<file path="src/hdl/blldl_defs.svh">
// Offsets, field positions and reset values of the battery-low register
`ifndef BLLDL_DEFS_SVH
`define BLLDL_DEFS_SVH
`define BLLDL_REG_OFFSET 8'h0B
`define BLLDL_LIMIT_LSB 0
`define BLLDL_LIMIT_MSB 7
`define BLLDL_DSCHG_EN_BIT 8
`define BLLDL_THR_LSB 9
`define BLLDL_THR_MSB 10
`define BLLDL_ACT_BIT 11
`define BLLDL_PRE_BIT 12
`define BLLDL_LOW_EN_BIT 13
`define BLLDL_LIMIT_RST 8'h80
`define BLLDL_DSCHG_EN_RST 1'h0
`define BLLDL_THR_RST 2'h0
`define BLLDL_PRE_RST 1'h1
`define BLLDL_LOW_EN_DEF 1'h1
`define BLLDL_ACT_DEF 1'h0
`endif

</file>
<file path="src/hdl/blldl_pkg.sv">
// Types shared by the battery-low register block
package blldl_pkg;
    typedef logic [15:0] blldl_word_t;
    typedef logic [1:0] blldl_thr_t;
    typedef enum logic {BLLDL_ACT_INT_ONLY, BLLDL_ACT_INT_LATCH} blldl_act_t;
endpackage

</file>
<file path="src/hdl/blldl_reg.sv">
// Battery low-voltage and discharge-limit configuration register
// Notes on behaviour
// (RULE_01) Bit 13 enables low-battery protection; default 1, restored by watchdog reset.
// (RULE_02) Bit 12 pre-charge to CC threshold; default 1 is 3V/cell; watchdog keeps it.
// (RULE_03) Bit 11 action: 0 interrupt only, 1 also latch off; watchdog restores 0. The code loads the synchronised otpAction strap instead.
// (RULE_04) Enabled and battery below threshold raises interrupt, optionally latches converter off.
// (RULE_05) Action selection only matters while the protection enable is 1.
// (RULE_06) Fault flag clears on charging or source-enable toggle; then source may restart.
// (RULE_07) Comparator result ignored while source mode is disabled.
// (RULE_08) Bits 10:9 threshold 3.0/3.1/3.2/3.3V per cell; default 00, watchdog keeps.
// (RULE_09) Bit 8 enables discharge current regulation; default 0, watchdog keeps.
// (RULE_10) Enable and action defaults come from one-time-programmable straps; reset loads fixed defaults, straps apply only on watchdog reset.
// (RULE_11) Bits 7:0 discharge limit, 50mA LSB, default 6.4A, watchdog keeps.
// (RULE_12) Bits 15:14 read zero; writes ignored.
`timescale 1ns/10ps
`include "blldl_defs.svh"
module blldl_reg (
    input wire logic sys_clk,                // 250 MHz device clock
    input wire logic reset,                  // Synchronous reset, high
    input wire logic watchdog_reset,         // Watchdog reset pulse, same clock
    input wire logic otpLowEn,               // OTP default for protection enable
    input wire logic otpAction,              // OTP default for action select
    input wire logic [7:0] regAddr,          // Register address from serial host
    input wire logic regWrite,               // Write strobe, one cycle
    input wire blldl_pkg::blldl_word_t regWdata, // Write data
    output blldl_pkg::blldl_word_t regRdata, // Read data, registered
    input wire logic sourceEnable,           // Source enable control bit
    input wire logic charging,               // Battery is being charged
    input wire logic low_batt_comparator,    // Async: battery below selected threshold
    output blldl_pkg::blldl_thr_t lowBattThreshold, // Threshold select to comparator
    output logic prechargeThreshold,         // Pre-charge to CC threshold select
    output logic discharge_current_reg_enable, // Discharge regulation enable
    output logic [7:0] discharge_current_limit, // Discharge limit, 50mA per LSB
    output logic lowBattInterrupt,           // Low-battery interrupt request, level
    output logic converterLatchOff,          // Converter latched off
    output logic discharge_fault_flag        // Discharge fault flag
);
    import blldl_pkg::*;

    logic lowEn;
    blldl_act_t low_batt_action_select;
    logic otpLowEnQ;
    logic otpActQ;
    logic cmpSync;
    logic srcPrev;
    logic [1:0] strapSync;

    // Straps and comparator arrive asynchronously
    blldl_sync #(.WIDTH(2)) u_strap_sync (
        .sys_clk(sys_clk),
        .reset(reset),
        .asyncIn({otpLowEn, otpAction}),
        .syncOut(strapSync)
    );
    blldl_sync #(.WIDTH(1)) u_cmp_sync (
        .sys_clk(sys_clk),
        .reset(reset),
        .asyncIn(low_batt_comparator),
        .syncOut(cmpSync)
    );

    // Decode of host access and fault conditions
    wire hit = (regAddr == `BLLDL_REG_OFFSET);
    wire wrHit = regWrite && hit;
    wire srcToggle = sourceEnable != srcPrev;
    wire faultClear = charging || srcToggle; // [RULE_06]
    wire lowDetect = lowEn && sourceEnable && cmpSync; // [RULE_04] [RULE_07]
    wire latchReq = lowDetect && (low_batt_action_select == BLLDL_ACT_INT_LATCH); // [RULE_05]
    wire blldl_word_t readWord = {2'h0, lowEn, prechargeThreshold, low_batt_action_select,
        lowBattThreshold, discharge_current_reg_enable, discharge_current_limit}; // [RULE_12]

    // Strap capture after reset release (the strapLoad pulse still loads the fixed defaults); keeps the synchronous reset branch free of port values
    logic strapLoad;
    always_ff @(posedge sys_clk) begin
        if (reset) begin
            strapLoad <= 1'h1;
            otpLowEnQ <= `BLLDL_LOW_EN_DEF;
            otpActQ <= `BLLDL_ACT_DEF;
        end else begin
            strapLoad <= 1'h0;
            otpLowEnQ <= strapSync[1]; // [RULE_10]
            otpActQ <= strapSync[0]; // [RULE_10]
        end
    end

    // Watchdog-restored fields: protection enable and action
    always_ff @(posedge sys_clk) begin
        if (reset) begin
            lowEn <= `BLLDL_LOW_EN_DEF; // [RULE_01]
            low_batt_action_select <= blldl_act_t'(`BLLDL_ACT_DEF); // [RULE_03]
        end else if (watchdog_reset || strapLoad) begin
            lowEn <= otpLowEnQ; // [RULE_01] [RULE_10]
            low_batt_action_select <= blldl_act_t'(otpActQ); // [RULE_03] [RULE_10]
        end else if (wrHit) begin
            lowEn <= regWdata[`BLLDL_LOW_EN_BIT];
            low_batt_action_select <= blldl_act_t'(regWdata[`BLLDL_ACT_BIT]);
        end
    end

    // Fields that survive a watchdog reset
    always_ff @(posedge sys_clk) begin
        if (reset) begin
            prechargeThreshold <= `BLLDL_PRE_RST; // [RULE_02]
            lowBattThreshold <= `BLLDL_THR_RST; // [RULE_08]
            discharge_current_reg_enable <= `BLLDL_DSCHG_EN_RST; // [RULE_09]
            discharge_current_limit <= `BLLDL_LIMIT_RST; // [RULE_11]
        end else if (wrHit) begin
            prechargeThreshold <= regWdata[`BLLDL_PRE_BIT];
            lowBattThreshold <= regWdata[`BLLDL_THR_MSB:`BLLDL_THR_LSB]; // [RULE_08]
            discharge_current_reg_enable <= regWdata[`BLLDL_DSCHG_EN_BIT]; // [RULE_09]
            discharge_current_limit <= regWdata[`BLLDL_LIMIT_MSB:`BLLDL_LIMIT_LSB]; // [RULE_11]
        end
    end

    // Registered read data; unmapped address reads zero
    always_ff @(posedge sys_clk) begin
        if (reset) begin
            regRdata <= 16'h0000;
        end else begin
            regRdata <= hit ? readWord : 16'h0000;
        end
    end

    // Fault and latch-off: detection wins over a clear in the same cycle
    always_ff @(posedge sys_clk) begin
        if (reset) begin
            srcPrev <= 1'h0;
            lowBattInterrupt <= 1'h0;
            converterLatchOff <= 1'h0;
            discharge_fault_flag <= 1'h0;
        end else begin
            srcPrev <= sourceEnable;
            lowBattInterrupt <= lowDetect; // [RULE_04]
            if (lowDetect) begin
                discharge_fault_flag <= 1'h1; // [RULE_04]
            end else if (faultClear) begin
                discharge_fault_flag <= 1'h0; // [RULE_06]
            end
            if (latchReq) begin
                converterLatchOff <= 1'h1; // [RULE_04] [RULE_05]
            end else if (faultClear) begin
                converterLatchOff <= 1'h0; // [RULE_06]
            end
        end
    end
endmodule

</file>
<file path="src/hdl/blldl_sync.sv">
// Two-flop synchroniser for asynchronous level inputs
`timescale 1ns/10ps
module blldl_sync #(
    parameter int WIDTH = 1
) (
    input wire logic sys_clk,            // Device clock
    input wire logic reset,              // Synchronous reset, high
    input wire logic [WIDTH-1:0] asyncIn, // Raw level
    output logic [WIDTH-1:0] syncOut     // Synchronised level
);
    logic [WIDTH-1:0] stage1;

    // First stage only feeds the second
    always_ff @(posedge sys_clk) begin
        if (reset) begin
            stage1 <= '0;
            syncOut <= '0;
        end else begin
            stage1 <= asyncIn;
            syncOut <= stage1;
        end
    end
endmodule

</file>
<file path="config.mk">
export PLATFORM = sky130hd
export DESIGN_NAME = blldl_reg
export DESIGN_NICKNAME = d
export VERILOG_FILES = /design/src/hdl/blldl_pkg.sv /design/src/hdl/blldl_reg.sv /design/src/hdl/blldl_sync.sv
export VERILOG_INCLUDE_DIRS = /design/src /design/src/hdl
export SDC_FILE = /design/constraint.sdc
export NUM_CORES = 1
export LEC_CHECK = 0
export ABC_AREA = 1
export BUFFER_PORTS_ARGS = -buffer_cell sky130_fd_sc_hd__buf_2
export CAP_MARGIN = 20
export CELL_PAD_IN_SITES_DETAIL_PLACEMENT = 2
export CELL_PAD_IN_SITES_GLOBAL_PLACEMENT = 2
export CORE_UTILIZATION = 24
export DETAILED_ROUTE_END_ITERATION = 10
export HOLD_SLACK_MARGIN = 0.1
export PLACE_DENSITY_LB_ADDON = 0.1
export SLEW_MARGIN = 20
export SYNTH_ARGS = -nofsm -noshare
export SYNTH_HDL_FRONTEND = slang
export SYNTH_SLANG_ARGS = --single-unit
</file>
<file path="constraint.sdc">
create_clock -name sys_clk -period 1.1 [get_ports sys_clk]
set_input_delay 0.165 -clock sys_clk [delete_from_list [all_inputs] [get_ports sys_clk]]
set_output_delay 0.165 -clock sys_clk [all_outputs]
set_load 0.01 [all_outputs]
</file>
-- After elaboration in Yosys (flattened, before gate mapping)
Index checks and enable logic that the tools add are counted.
- output and inout port bits: 31
- memories: 0
- logic and storage cells: 40
- flip-flop bits (word level): 43
- bits in writable memories: 0
- bits in latches: 0
- bits in read-only memories: 0
- bitwise operators: 1
- multiply operators: 0
- shift-type cells: 0
- order comparisons: 0
- reduce and logical (&&, ||, !) cells: 10
- add/subtract/negate cells: 0
- eq/ne operators: 2
- div/mod/pow operators: 0
- muxes and demuxes: 8
- operators by type and width (cell ; number):
    $eq A8 B4 Y1 const B ; 1
    $mux W1 ; 8
    $reduce_bool A2 Y1 ; 3
    $logic_and A1 B1 Y1 ; 4
    $logic_or A1 B1 Y1 ; 2
    $reduce_or A2 Y1 ; 1
    $ne A1 B1 Y1 ; 1
    $not A1 Y1 ; 1

-- Depth between registers and ports, before layout
Gate-level depths: netlist of run 1.
- depth after elaboration: 4
- gate-level depth with buffers: 8

-- By module
From an unflattened synthesis of run 1, not the netlist that was laid out.
- cells, all modules: 167
- area total of the unflattened synthesis: 1428.9 um2
- modules (own cells, without submodules) (module ; area each (um2) ; times used ; cells an instance):
    blldl_reg ; 1263.7 ; 1 ; 149
    blldl_sync (u_strap_sync) ; 110.1 ; 1 ; 12
    blldl_sync (u_cmp_sync) ; 55.1 ; 1 ; 6

-- Worst setup path before layout of run 1
No wires, ideal clock.
- kind: register to register
- from: reg strapLoad
- to: reg low_batt_action_select
- arrival: 0.790 ns
- path buffers: 0
- cell stages (with the launch flop): 7
- library setup time: 0.132 ns
- clock period less this slack: 0.922 ns
- slack: 0.178 ns
- cell sequence: dfxtp_1 -> nor2_1 -> inv_1 -> nand2_1 -> nand2_1 -> nand2_1 -> a21oi_1
- longest elaborated chain between the ends: 2
- elaborated cells on any way between the ends: 3
- those cells by class: 1 x mux; 2 x reduce/logical
- ends and longest elaborated chain (element ; RTL line ; text):
    start: declaration ; blldl_reg.sv:73 ; logic strapLoad;
    start signal: assignment ; blldl_reg.sv:76 ; strapLoad <= 1'h1;
    start signal: assignment ; blldl_reg.sv:80 ; strapLoad <= 1'h0;
    $logic_or A1 B1 Y1 (*) ; blldl_reg.sv:91 ; end else if (watchdog_reset || strapLoad) begin
    $mux W1 / $reduce_bool A2 Y1 (equally long branches) ; - ;
    end signal: assignment ; blldl_reg.sv:90 ; low_batt_action_select <= blldl_act_t'(`BLLDL_ACT_DEF);
    end signal: assignment ; blldl_reg.sv:93 ; low_batt_action_select <= blldl_act_t'(otpActQ);
    end signal: assignment ; blldl_reg.sv:96 ; low_batt_action_select <= blldl_act_t'(regWdata[`BLLDL_ACT_BIT]);
    end: declaration ; blldl_reg.sv:41 ; blldl_act_t low_batt_action_select;
Every way passes the cells marked *; elsewhere a longest branch is shown, timed or not.
A chain may end at the register's enable or synchronous reset.

-- Worst setup path in the final report of run 1
- from: reg strapLoad
- to: reg lowEn
- longest elaborated chain between the ends: 2
- elaborated cells on any way between the ends: 3
- those cells by class: 1 x mux; 2 x reduce/logical
- ends and longest elaborated chain (element ; RTL line ; text):
    $logic_or A1 B1 Y1 (*) ; blldl_reg.sv:91 ;
    $mux W1 / $reduce_bool A2 Y1 (equally long branches) ; - ;
    end signal: assignment ; blldl_reg.sv:89 ; lowEn <= `BLLDL_LOW_EN_DEF;
    end signal: assignment ; blldl_reg.sv:92 ; lowEn <= otpLowEnQ;
    end signal: assignment ; blldl_reg.sv:95 ; lowEn <= regWdata[`BLLDL_LOW_EN_BIT];
    end: declaration ; blldl_reg.sv:40 ; logic lowEn;
Marks and branches as above.

==> results by group, run 1 <==
Yosys
  – Mapped Cells: 168
  – Count leader, synth: dfxtp_1
  – EDFF count, synth: 0
  – Async SR Flop Fraction: 0%
  – Warnings, synthesis: 0
  – Post-synth top cells: dfxtp_1 (41), nand2_1 (34), inv_1 (26)
  – Synthesized area: 0.00138 mm^2
  – Largest cells by area after synthesis: dfxtp_1 (59%), nand2_1 (9.2%), inv_1 (7.1%)
  – Synth top area share: 59.4%
  – Sequential share of the synthesized area: 59.4%
  – Area leader, netlist: dfxtp_1
  – Yosys reg bits: 41
  – Yosys cell types: 20
  – Synth Flop Type: dfxtp_1
  – Synth Area per Inst: 8.22 um^2

Worst setup path
  – CP Buf/Inv Count: 1
  – CP max FO: 3
  – Crit path max-delay family: flip-flops
  – Worst Setup Path Type: flip-flop to flip-flop
  – CP max stage cell: dfxtp_1
  – Max incr delay on CP: 0.30 ns
  – Setup crit end kind: flip-flop
  – Startpoint Class: flip-flop
  – Worst path arrival time: 1.15 ns
  – Crit-path cells: nor2_1 -> inv_1 -> a21oi_1 -> nand3_1
  – CP Data Required Time: 1.27 ns

Pwr
  – P per Cell Area: 1400 mW/mm^2
  – Leak Pwr: 0.925 nW
  – Worst IR Drop VDD: 0.699 mV

Global route
  – Initial antenna violation count: 0
  – Largest net degree at the start of global routing: 16
  – Vias in the first global route: 1,324
  – GRT Util Overall: 13.6%
  – Grt ovf: 0
  – First-pass GRT wire length: 6210 um

Placement
  – Post-DP HPWL: 2870 um
  – Dpl cells: 297
  – Routability cong.: 0.728
  – Port Buffers: 59

STA
  – Worst hold margin: 0.126 ns
  – F_max: 1020 MHz
  – RSZ-0062 raised after global routing: no
  – Final Skew: 0.00283 ns
  – Hold Vio Cnt, Final: 0
  – Tcrit/Tclk final: 89.4%
  – Setup TNS: 0 ns
  – Fin crit period: 0.983 ns
  – Max Slew Vio Count: 0
  – Final setup fails: 0

Layout
  – # nets final: 270
  – Area delta synth->final: 38.4%
  – Share of cells above drive strength 1: 33.8%
  – Final cell count without fillers: 309
  – Ant. Diodes: 0

Clock tree
  – Clock tree sinks: 41
  – Skew-Pair Late Insertion Delay: 0.28 ns
  – CTS tree: yes
  – Longest Clk Path Bufs: 2
  – Clk Tree Root Cell: clkbuf_8
  – Clk pin slew, worst setup/hold paths: 0.08 ns
  – H-tree depth: 2
  – PostCTS Resize Cnt: 0
  – CTS buffer count: 5

Floorplanning
  – Io pins: 64
  – Initial Util: 24.9%
  – Row Count: 27
  – Die ar.: 0.00606 mm^2
  – Die H: 77.9 um
  – Placeable Area: 0.00554 mm^2
  – Die W: 77.9 um

Route
  – Final ANT Viol Nets: 0
  – Post-DR wirelength/cell: 12.0 um
  – Drt drc: 0
  – 1st-iter DRT viols: 10
  – Initial DRT Pass Iterations: 4
  – Via count: 1,227
  – DR vias/cell: 3.97
  – WL final: 3720 um

Min path
  – Worst Hold Class: input port to flip-flop

Run status
  – Status: complete, no violations

Run
  – Max cap viols: 0
==> worst reg2reg max path, delay by kind of cell (launching register included) <==
family	cells	cell delay, ns
buffers and inverters	1	0.08
AO/OA/AOI/OAI	1	0.20
AND/OR/NAND/NOR	2	0.28
flip-flops	1	0.30
==> cell families (layout without fill, tap and decap cells) <==
logic type | after synthesis | after routing | synth area share [%]
AOI/OAI and AO/OA | 14 | 14 | 5.07
xor gates and xnor gates | 1 | 1 | 0.634
buffers and inverters | 38 | 106 | 11.8
DFF | 41 | 41 | 59.4
other | 1 | 2 | 0.271
and+or+nand+nor | 73 | 73 | 22.8
==> registers in the layout (all words and copies together) (netlist names), 2 cells and up <==
signal,flops
discharge_current_limit,8
lowBattThreshold,2
regRdata,14
u_strap_sync.stage1,2
u_strap_sync.syncOut,2
==> placed cells by master, fill, tap and decap left out, types with 2 or more instances in the layout <==
cell,netlist,layout
dfxtp_1,41,41
a21oi_1,14,14
nand3_1,8,8
inv_1,26,26
nand2_1,34,34
conb_1,1,2
clkbuf_8,0,6
buf_4,2,4
dlygate4sd3_1,0,5
inv_2,3,3
buf_2,3,59
nor2_1,25,25
==> timing repair <==
action	CTS	global route
endpoints found under the hold margin	5	0
setup buffers	0	0
hold buffers	5	0
==> metal layers <==
layer  vias up  GRT usage (%)  routed length (um)
met5         -              0                   0
li1        625              -                   -
met2        38           24.4                1930
met4         0           5.09                  25
met3         2           3.29                 168
met1       562           15.5                1600
==> power by group <==
group	switching (W)	total (W)	internal [W]
clock	0.000504	0.00100	0.000496
combinational	0.0000777	0.000156	0.0000785
sequential	0.0000114	0.00152	0.00151
==> path summary, 6_finish.rpt <==
kind                                from                          to  slack (ns)  cells past startpoint
hold / removal               regWdata[3]  discharge_current_limit[3]        0.13                      3
setup / recovery               strapLoad                       lowEn        0.12                      4
setup reg to reg               strapLoad                       lowEn        0.12                      4
hold reg to reg   u_strap_sync.stage1[0]     u_strap_sync.syncOut[0]        0.41                      2
==> through the flow <==
step / setup slack [ns] / total power (W) / utilization (%) / instance area [um^2]
floorplan: 0.178 / 0.00162 / - / 1390
global placement: 0.0529 / 0.00169 / 32.0 / 1770
detailed placement: 0.0122 / 0.00170 / 32.0 / 1770
CTS: 0.103 / 0.00273 / 34.5 / 1910
global route: 0.00525 / 0.00283 / 34.5 / 1910
finish: 0.117 / 0.00267 / 34.5 / 1910
==> cell type report <==
class                           count  area (um^2)
Fill cell                         671         3630
Multi-Input combinational cell     90          402
Inverter                           30          114
Clock buffer                        6         82.6
Clock inverter                      1         7.51
Tap cell                           72         90.1
Timing Repair Buffer               69          395
Sequential cell                    41          821
No activity file was read; power rests on OpenSTA's default activity.
==> inputs of run 2 (changes only) <==
- ABC_CLOCK_PERIOD_IN_PS: unset -> 1100
- CORE_MARGIN: unset -> 4
- MAX_ROUTING_LAYER: unset -> met4
==> results by group, run 2 (synthesized netlist as in run 1, its figures left out) <==
Run
  – Max cap viols: 0 (unchanged)

Route
  – Final ANT Viol Nets: 0 (unchanged)
  – Drt drc: 0 (unchanged)
  – Initial DRT Pass Iterations: 4 (unchanged)
  – DR vias/cell: 4.11 (was 3.97)
  – 1st-iter DRT viols: 16 (was 10)
  – Post-DR wirelength/cell: 12.0 um (about the same)
  – Via count: 1,274 (was 1,227)
  – WL final: 3730 um (was 3720 um)

Clock tree
  – PostCTS Resize Cnt: 0 (unchanged)
  – CTS tree: yes (unchanged)
  – CTS buffer count: 5 (unchanged)
  – Clk pin slew, worst setup/hold paths: 0.08 ns (about the same)
  – H-tree depth: 2 (unchanged)
  – Clk Tree Root Cell: clkbuf_8 (unchanged)
  – Longest Clk Path Bufs: 2 (unchanged)
  – Skew-Pair Late Insertion Delay: 0.29 ns (was 0.28 ns)
  – Clock tree sinks: 41 (unchanged)
  – Setup Fix Bufs, Post-CTS: 0 (unchanged)
  – Cts hold-fix bufs: 4 (was 5)

Layout
  – Biggest register: regRdata (unchanged)
  – Area delta synth->final: 37.8% (was 38.4%)
  – # nets final: 270 (unchanged)
  – Share of cells above drive strength 1: 34.5% (was 33.8%)
  – Commonest non-fill, non-tap cell in the layout: buf_2 (unchanged)
  – Final cell count without fillers: 310 (was 309)
  – Largest register FFs: 14 (unchanged)
  – Fillcell total: 670 (was 671)
  – Ant. Diodes: 0 (unchanged)
  – Largest registers: regRdata (14), discharge_current_limit (8) (unchanged)
  – Commonest non-fill, non-tap cells in the layout: buf_2 (59), dfxtp_1 (41), nand2_1 (34), inv_1 (26), nor2_1 (25) (unchanged)

Global route
  – Vias in the first global route: 1,433 (was 1,324)
  – First-pass GRT wire length: 6380 um (was 6210 um)
  – Largest net degree at the start of global routing: 15 (was 16)
  – Initial antenna violation count: 0 (unchanged)
  – GRT Util Overall: 11.6% (was 13.6%)
  – Grt ovf: 0 (unchanged)

STA
  – Max Slew Vio Count: 0 (unchanged)
  – RSZ-0062 raised after global routing: no (unchanged)
  – Fin crit period: 0.993 ns (was 0.983 ns)
  – Tcrit/Tclk final: 90.2% (was 89.4%)
  – Hold Vio Cnt, Final: 0 (unchanged)
  – Setup TNS: 0 ns (unchanged)
  – Final setup fails: 0 (unchanged)
  – Final Skew: 0.00962 ns (was 0.00283 ns)
  – F_max: 1010 MHz (was 1020 MHz)

Worst setup path
  – Startpoint Class: flip-flop (unchanged)
  – Max incr delay on CP: 0.38 ns (was 0.30 ns)
  – Crit-path cells: buf_2 (was nor2_1 -> inv_1 -> a21oi_1 -> nand3_1)
  – Worst r2r src: strapLoad (unchanged)
  – CP startpoint: lowBattThreshold[0] (was strapLoad)
  – CP max FO: 3 (unchanged)
  – Worst path arrival time: 0.83 ns (was 1.15 ns)
  – CP Data Required Time: 0.94 ns (was 1.27 ns)
  – Setup crit end kind: output pin (was flip-flop)
  – CP max stage cell: dfxtp_1 (unchanged)
  – Crit path max-delay family: flip-flops (unchanged)
  – Reg2Reg Depth: 4 (unchanged)
  – Worst R2R End: low_batt_action_select (was lowEn)
  – CP Buf/Inv Count: 1 (unchanged)
  – Flop-to-flop setup slack: 0.15 ns (was 0.12 ns)
  – Worst Setup Path Type: flip-flop to output pin (was flip-flop to flip-flop)

Pwr
  – P per Cell Area: 1410 mW/mm^2 (was 1400 mW/mm^2)
  – Worst IR Drop VDD: 0.630 mV (was 0.699 mV)
  – Leak Pwr: 0.927 nW (was 0.925 nW)

Placement
  – Routability cong.: 0.715 (was 0.728)
  – Post-DP HPWL: 3030 um (was 2870 um)
  – Port Buffers: 59 (unchanged)
  – Dpl cells: 298 (was 297)

Floorplanning
  – Die W: 83.9 um (was 77.9 um)
  – Initial Util: 24.9% (unchanged)
  – Placeable Area: 0.00554 mm^2 (unchanged)
  – Io pins: 64 (unchanged)
  – Die ar.: 0.00703 mm^2 (was 0.00606 mm^2)
  – Die H: 83.9 um (was 77.9 um)
  – Row Count: 27 (unchanged)

Min path
  – Worst Hold Class: input port to flip-flop (unchanged)
  – Hold Crit Start: regWdata[7] (was regWdata[3])
  – Worst Hold End: discharge_current_limit[7] (was discharge_current_limit[3])
  – Hold depth: 3 (unchanged)

Run status
  – Status: complete, no violations (unchanged)
## run 2: layout make-up
type | instances | area (um^2) | area share, %
Clock buffer | 6 | 82.6 | 4.34
Clock inverter | 2 | 13.8 | 0.723
Tap cell | 72 | 90.1 | 4.73
Timing Repair Buffer | 69 | 380 | 20.0
Inverter | 30 | 114 | 5.98
Sequential cell | 41 | 821 | 43.1
Multi-Input combinational cell | 90 | 402 | 21.1
## run 2: where the power goes
part | switching, W | total, W | internal, W
combinational | 0.0000764 | 0.000152 | 0.0000760
sequential | 0.0000103 | 0.00152 | 0.00151
clock | 0.000512 | 0.00102 | 0.000508
total | 0.000598 | 0.00269 | 0.00209
## run 2: how the worst max path moves through the flow
stage,endpoint,cells past startpoint
2_1_floorplan,low_batt_action_select,6
3_3_place_gp,discharge_current_limit[2],8
3_5_place_dp,discharge_current_limit[3],8
4_1_cts,lowBattThreshold[0],1
5_1_grt,low_batt_action_select,4
6_report,lowBattThreshold[0],1
## run 2: layer usage
layer | routed length, um | GRT usage, %
met3 | 287 | 4.05
met2 | 1990 | 21.6
met5 | 0 | -
met1 | 1410 | 10.7
met4 | 44 | 4.39
## run 2: stage by stage
step	hold slack, ns	power, W	cell area [um^2]	worst slack [ns]	util (%)
final	0.106	0.00269	1900	0.107	34.3
after global routing	0.113	0.00283	1900	0.0586	34.3
after CTS	0.108	0.00274	1900	0.0841	34.3
after detailed placement	0.383	0.00170	1770	-0.00748	31.9
after floorplan	0.193	0.00162	1390	0.178	-
after global placement	0.366	0.00169	1770	0.0374	31.9
==> inputs of run 3 (changes only) <==
- ABC_CLOCK_PERIOD_IN_PS: 1100 -> 900
- CORE_UTILIZATION: 24 -> 22
- SYNTH_HIERARCHICAL: unset -> 1
- clock period: 1.1 -> 0.9 ns (I/O delays scaled with it)
==> results by group, run 3 <==
Placement
  – Total placed instance area: 0.00185 mm^2 (was 0.00177 mm^2)
  – Port Buffers: 59 (unchanged)
  – Routability cong.: 0.765 (was 0.715)
  – Post-DP HPWL: 3220 um (was 3030 um)

Route
  – Via count: 1,384 (was 1,274)
  – Initial DRT Pass Iterations: 2 (was 4)
  – 1st-iter DRT viols: 20 (was 16)
  – WL final: 4350 um (was 3730 um)
  – Final ANT Viol Nets: 0 (unchanged)
  – Drt drc: 0 (unchanged)
  – Post-DR wirelength/cell: 12.5 um (was 12.0 um)
  – DR vias/cell: 3.98 (was 4.11)

Worst setup path
  – Startpoint Class: flip-flop (unchanged)
  – Worst Setup Path Type: flip-flop to flip-flop (was flip-flop to output pin)
  – Flop-to-flop setup slack: 0.007 ns (was 0.15 ns)
  – Worst r2r src: strapLoad (unchanged)
  – Worst R2R End: low_batt_action_select (unchanged)
  – CP Data Required Time: 1.08 ns (was 0.94 ns)
  – Worst path arrival time: 1.07 ns (was 0.83 ns)
  – CP max FO: 4 (was 3)
  – Setup crit end kind: flip-flop (was output pin)
  – Reg2Reg Depth: 6 (was 4)

Pwr
  – Worst IR Drop VDD: 0.840 mV (was 0.630 mV)
  – P per Cell Area: 1590 mW/mm^2 (was 1410 mW/mm^2)
  – Leak Pwr: 1.13 nW (was 0.927 nW)
  – Power Total: 0.00386 W (was 0.00269 W)

Global route
  – Initial antenna violation count: 0 (unchanged)
  – Vias in the first global route: 1,582 (was 1,433)
  – First-pass GRT wire length: 7280 um (was 6380 um)
  – GRT Util Overall: 12.6% (was 11.6%)
  – Grt ovf: 0 (unchanged)
  – Largest net degree at the start of global routing: 17 (was 15)

Yosys
  – Post-synth top cells: dfxtp_1 (41), inv_1 (28), nand2_1 (27) (was dfxtp_1 (41), nand2_1 (34), inv_1 (26))
  – Synth Area per Inst: 8.56 um^2 (was 8.22 um^2)
  – Async SR Flop Fraction: 0% (unchanged)
  – Synth Flop Type: dfxtp_1 (unchanged)
  – Yosys cell types: 20 (unchanged)
  – Sequential share of the synthesized area: 57.4% (was 59.4%)
  – Warnings, synthesis: 6 (was 0)
  – Synthesized area: 0.00143 mm^2 (was 0.00138 mm^2)
  – Area leader, netlist: dfxtp_1 (unchanged)
  – Synth top area share: 57.4% (was 59.4%)
  – Count leader, synth: dfxtp_1 (unchanged)
  – Mapped Cells: 167 (was 168)
  – Largest cells by area after synthesis: dfxtp_1 (57%), inv_1 (7.4%), nand2_1 (7.1%) (was dfxtp_1 (59%), nand2_1 (9.2%), inv_1 (7.1%))
  – EDFF count, synth: 0 (unchanged)
  – Yosys reg bits: 41 (unchanged)

Clock tree
  – CTS buffer count: 5 (unchanged)
  – Clk Tree Root Cell: clkbuf_8 (unchanged)
  – Clk pin slew, worst setup/hold paths: 0.08 ns (about the same)
  – Longest Clk Path Bufs: 2 (unchanged)
  – CTS tree: yes (unchanged)
  – Cts hold-fix bufs: 15 (was 4)
  – Clock tree sinks: 41 (unchanged)
  – Skew-Pair Late Insertion Delay: 0.29 ns (about the same)
  – H-tree depth: 2 (unchanged)

Floorplanning
  – Row Count: 29 (was 27)
  – Initial Util: 22.6% (was 24.9%)
  – Io pins: 64 (unchanged)
  – Die H: 88.6 um (was 83.9 um)
  – Die W: 88.6 um (was 83.9 um)
  – Placeable Area: 0.00631 mm^2 (was 0.00554 mm^2)
  – Die ar.: 0.00785 mm^2 (was 0.00703 mm^2)

Min path
  – Worst Hold Class: input port to flip-flop (unchanged)
  – Worst Hold End: otpLowEnQ (was discharge_current_limit[7])
  – Hold depth: 2 (was 3)
  – Hold Crit Start: reset (was regWdata[7])

Layout
  – Design area: 0.00242 mm^2 (was 0.00190 mm^2)
  – Biggest register: regRdata (unchanged)
  – # nets final: 303 (was 270)
  – Commonest non-fill, non-tap cells in the layout: buf_2 (44), inv_1 (27), buf_4 (27), nand2_1 (24), nor2_1 (24) (was buf_2 (59), dfxtp_1 (41), nand2_1 (34), inv_1 (26), nor2_1 (25))
  – Commonest non-fill, non-tap cell in the layout: buf_2 (unchanged)
  – Fillcell total: 709 (was 670)
  – Largest register FFs: 14 (unchanged)
  – Share of cells above drive strength 1: 52.8% (was 34.5%)
  – Area delta synth->final: 69.3% (was 37.8%)
  – Largest registers: regRdata (14), discharge_current_limit (8) (unchanged)
  – Ant. Diodes: 0 (unchanged)

STA
  – Final setup fails: 0 (unchanged)
  – Hold Vio Cnt, Final: 0 (unchanged)
  – Max Slew Vio Count: 0 (unchanged)
  – F_max: 1120 MHz
  – Final Skew: 0.00792 ns (was 0.00962 ns)
  – Tcrit/Tclk final: 99.2%
  – Fin crit period: 0.893 ns
  – RSZ-0062 raised after global routing: yes (was no)

Run status
  – Status: complete, no violations (unchanged)

Run
  – Max cap viols: 0 (unchanged)
-- run 3: cell types whose count changed after synthesis, sizes merged --
| cell | change |
|---|---|
| buf | +1 |
| clkbuf | -2 |
-- run 3: critical path, stage by stage, from the launching register on --
cell	delay [ns]
dfxtp_2	0.34
nor2_4	0.15
inv_2	0.06
nand2_2	0.05
nand2_1	0.07
nand2_2	0.07
a21oi_2	0.05
-- run 3: what timing repair did --
item / in CTS / in global routing
gates resized for setup: 19 / 25
hold endpoints to repair: 16 / 1
endpoints found under the setup margin: 16 / 26
buffers inserted: 12 / 6
pin swaps: 1 / 5
-- run 3: where the power goes --
group | internal (W) | total [W] | switching (W)
Combinational | 0.000139 | 0.000255 | 0.000116
Clock | 0.00110 | 0.00174 | 0.000642
Sequential | 0.00184 | 0.00186 | 0.0000153
Total | 0.00308 | 0.00386 | 0.000773
-- run 3: how the worst max path moves through the flow --
stage	from	to	slack [ns]	depth (start not counted)
floorplan	regAddr[2]	lowEn	0.009	7
global route	strapLoad	low_batt_action_select	-0.05	6
CTS	discharge_fault_flag	discharge_fault_flag	0.0001	1
global placement	regAddr[2]	discharge_current_limit[2]	-0.12	8
finish	strapLoad	low_batt_action_select	0.007	6
detailed placement	regAddr[2]	discharge_current_limit[0]	-0.21	8
-- run 3: final cells by class --
type                    count  area [um^2]  area share [%]
clock buffers               5         68.8            2.85
multi-input cells          90          477            19.7
flip-flops and latches     41          843            34.9
repair buffers            102          753            31.1
clock inverters             3         65.1            2.69
inverters                  30          115            4.76
well taps                  77         96.3            3.98
-- run 3: routing by layer --
layer | track usage [%] | up-vias | part of all wire, %
li1 | - | 694 | -
met1 | 13.1 | 649 | 39
met2 | 23.6 | 36 | 54
met3 | 2.89 | 5 | 5.3
met4 | 3.71 | 0 | 1.2
met5 | - | - | 0
-- run 3: cell families after synthesis --
| family | share of synthesized area [%] |
|---|---|
| simple gates | 23.3 |
| flops | 57.4 |
| buf+inv | 11.6 |
| compound gates | 6.74 |
| xor+xnor | 0.613 |
| other cells | 0.262 |
-- run 3: metrics by stage --
stage | cells | setup TNS [ns] | hold slack (ns) | util [%] | setup slack, ns
after CTS | 342 | 0 | 0.0895 | 36.0 | 0.000124
after floorplan | 168 | 0 | 0.163 | - | 0.00879
after global placement | 307 | -1.62 | 0.338 | 29.3 | -0.115
after global routing | 348 | -0.240 | 0.0939 | 38.3 | -0.0510
after detailed placement | 307 | -2.79 | 0.349 | 29.3 | -0.209
final | 348 | 0 | 0.0917 | 38.3 | 0.00691
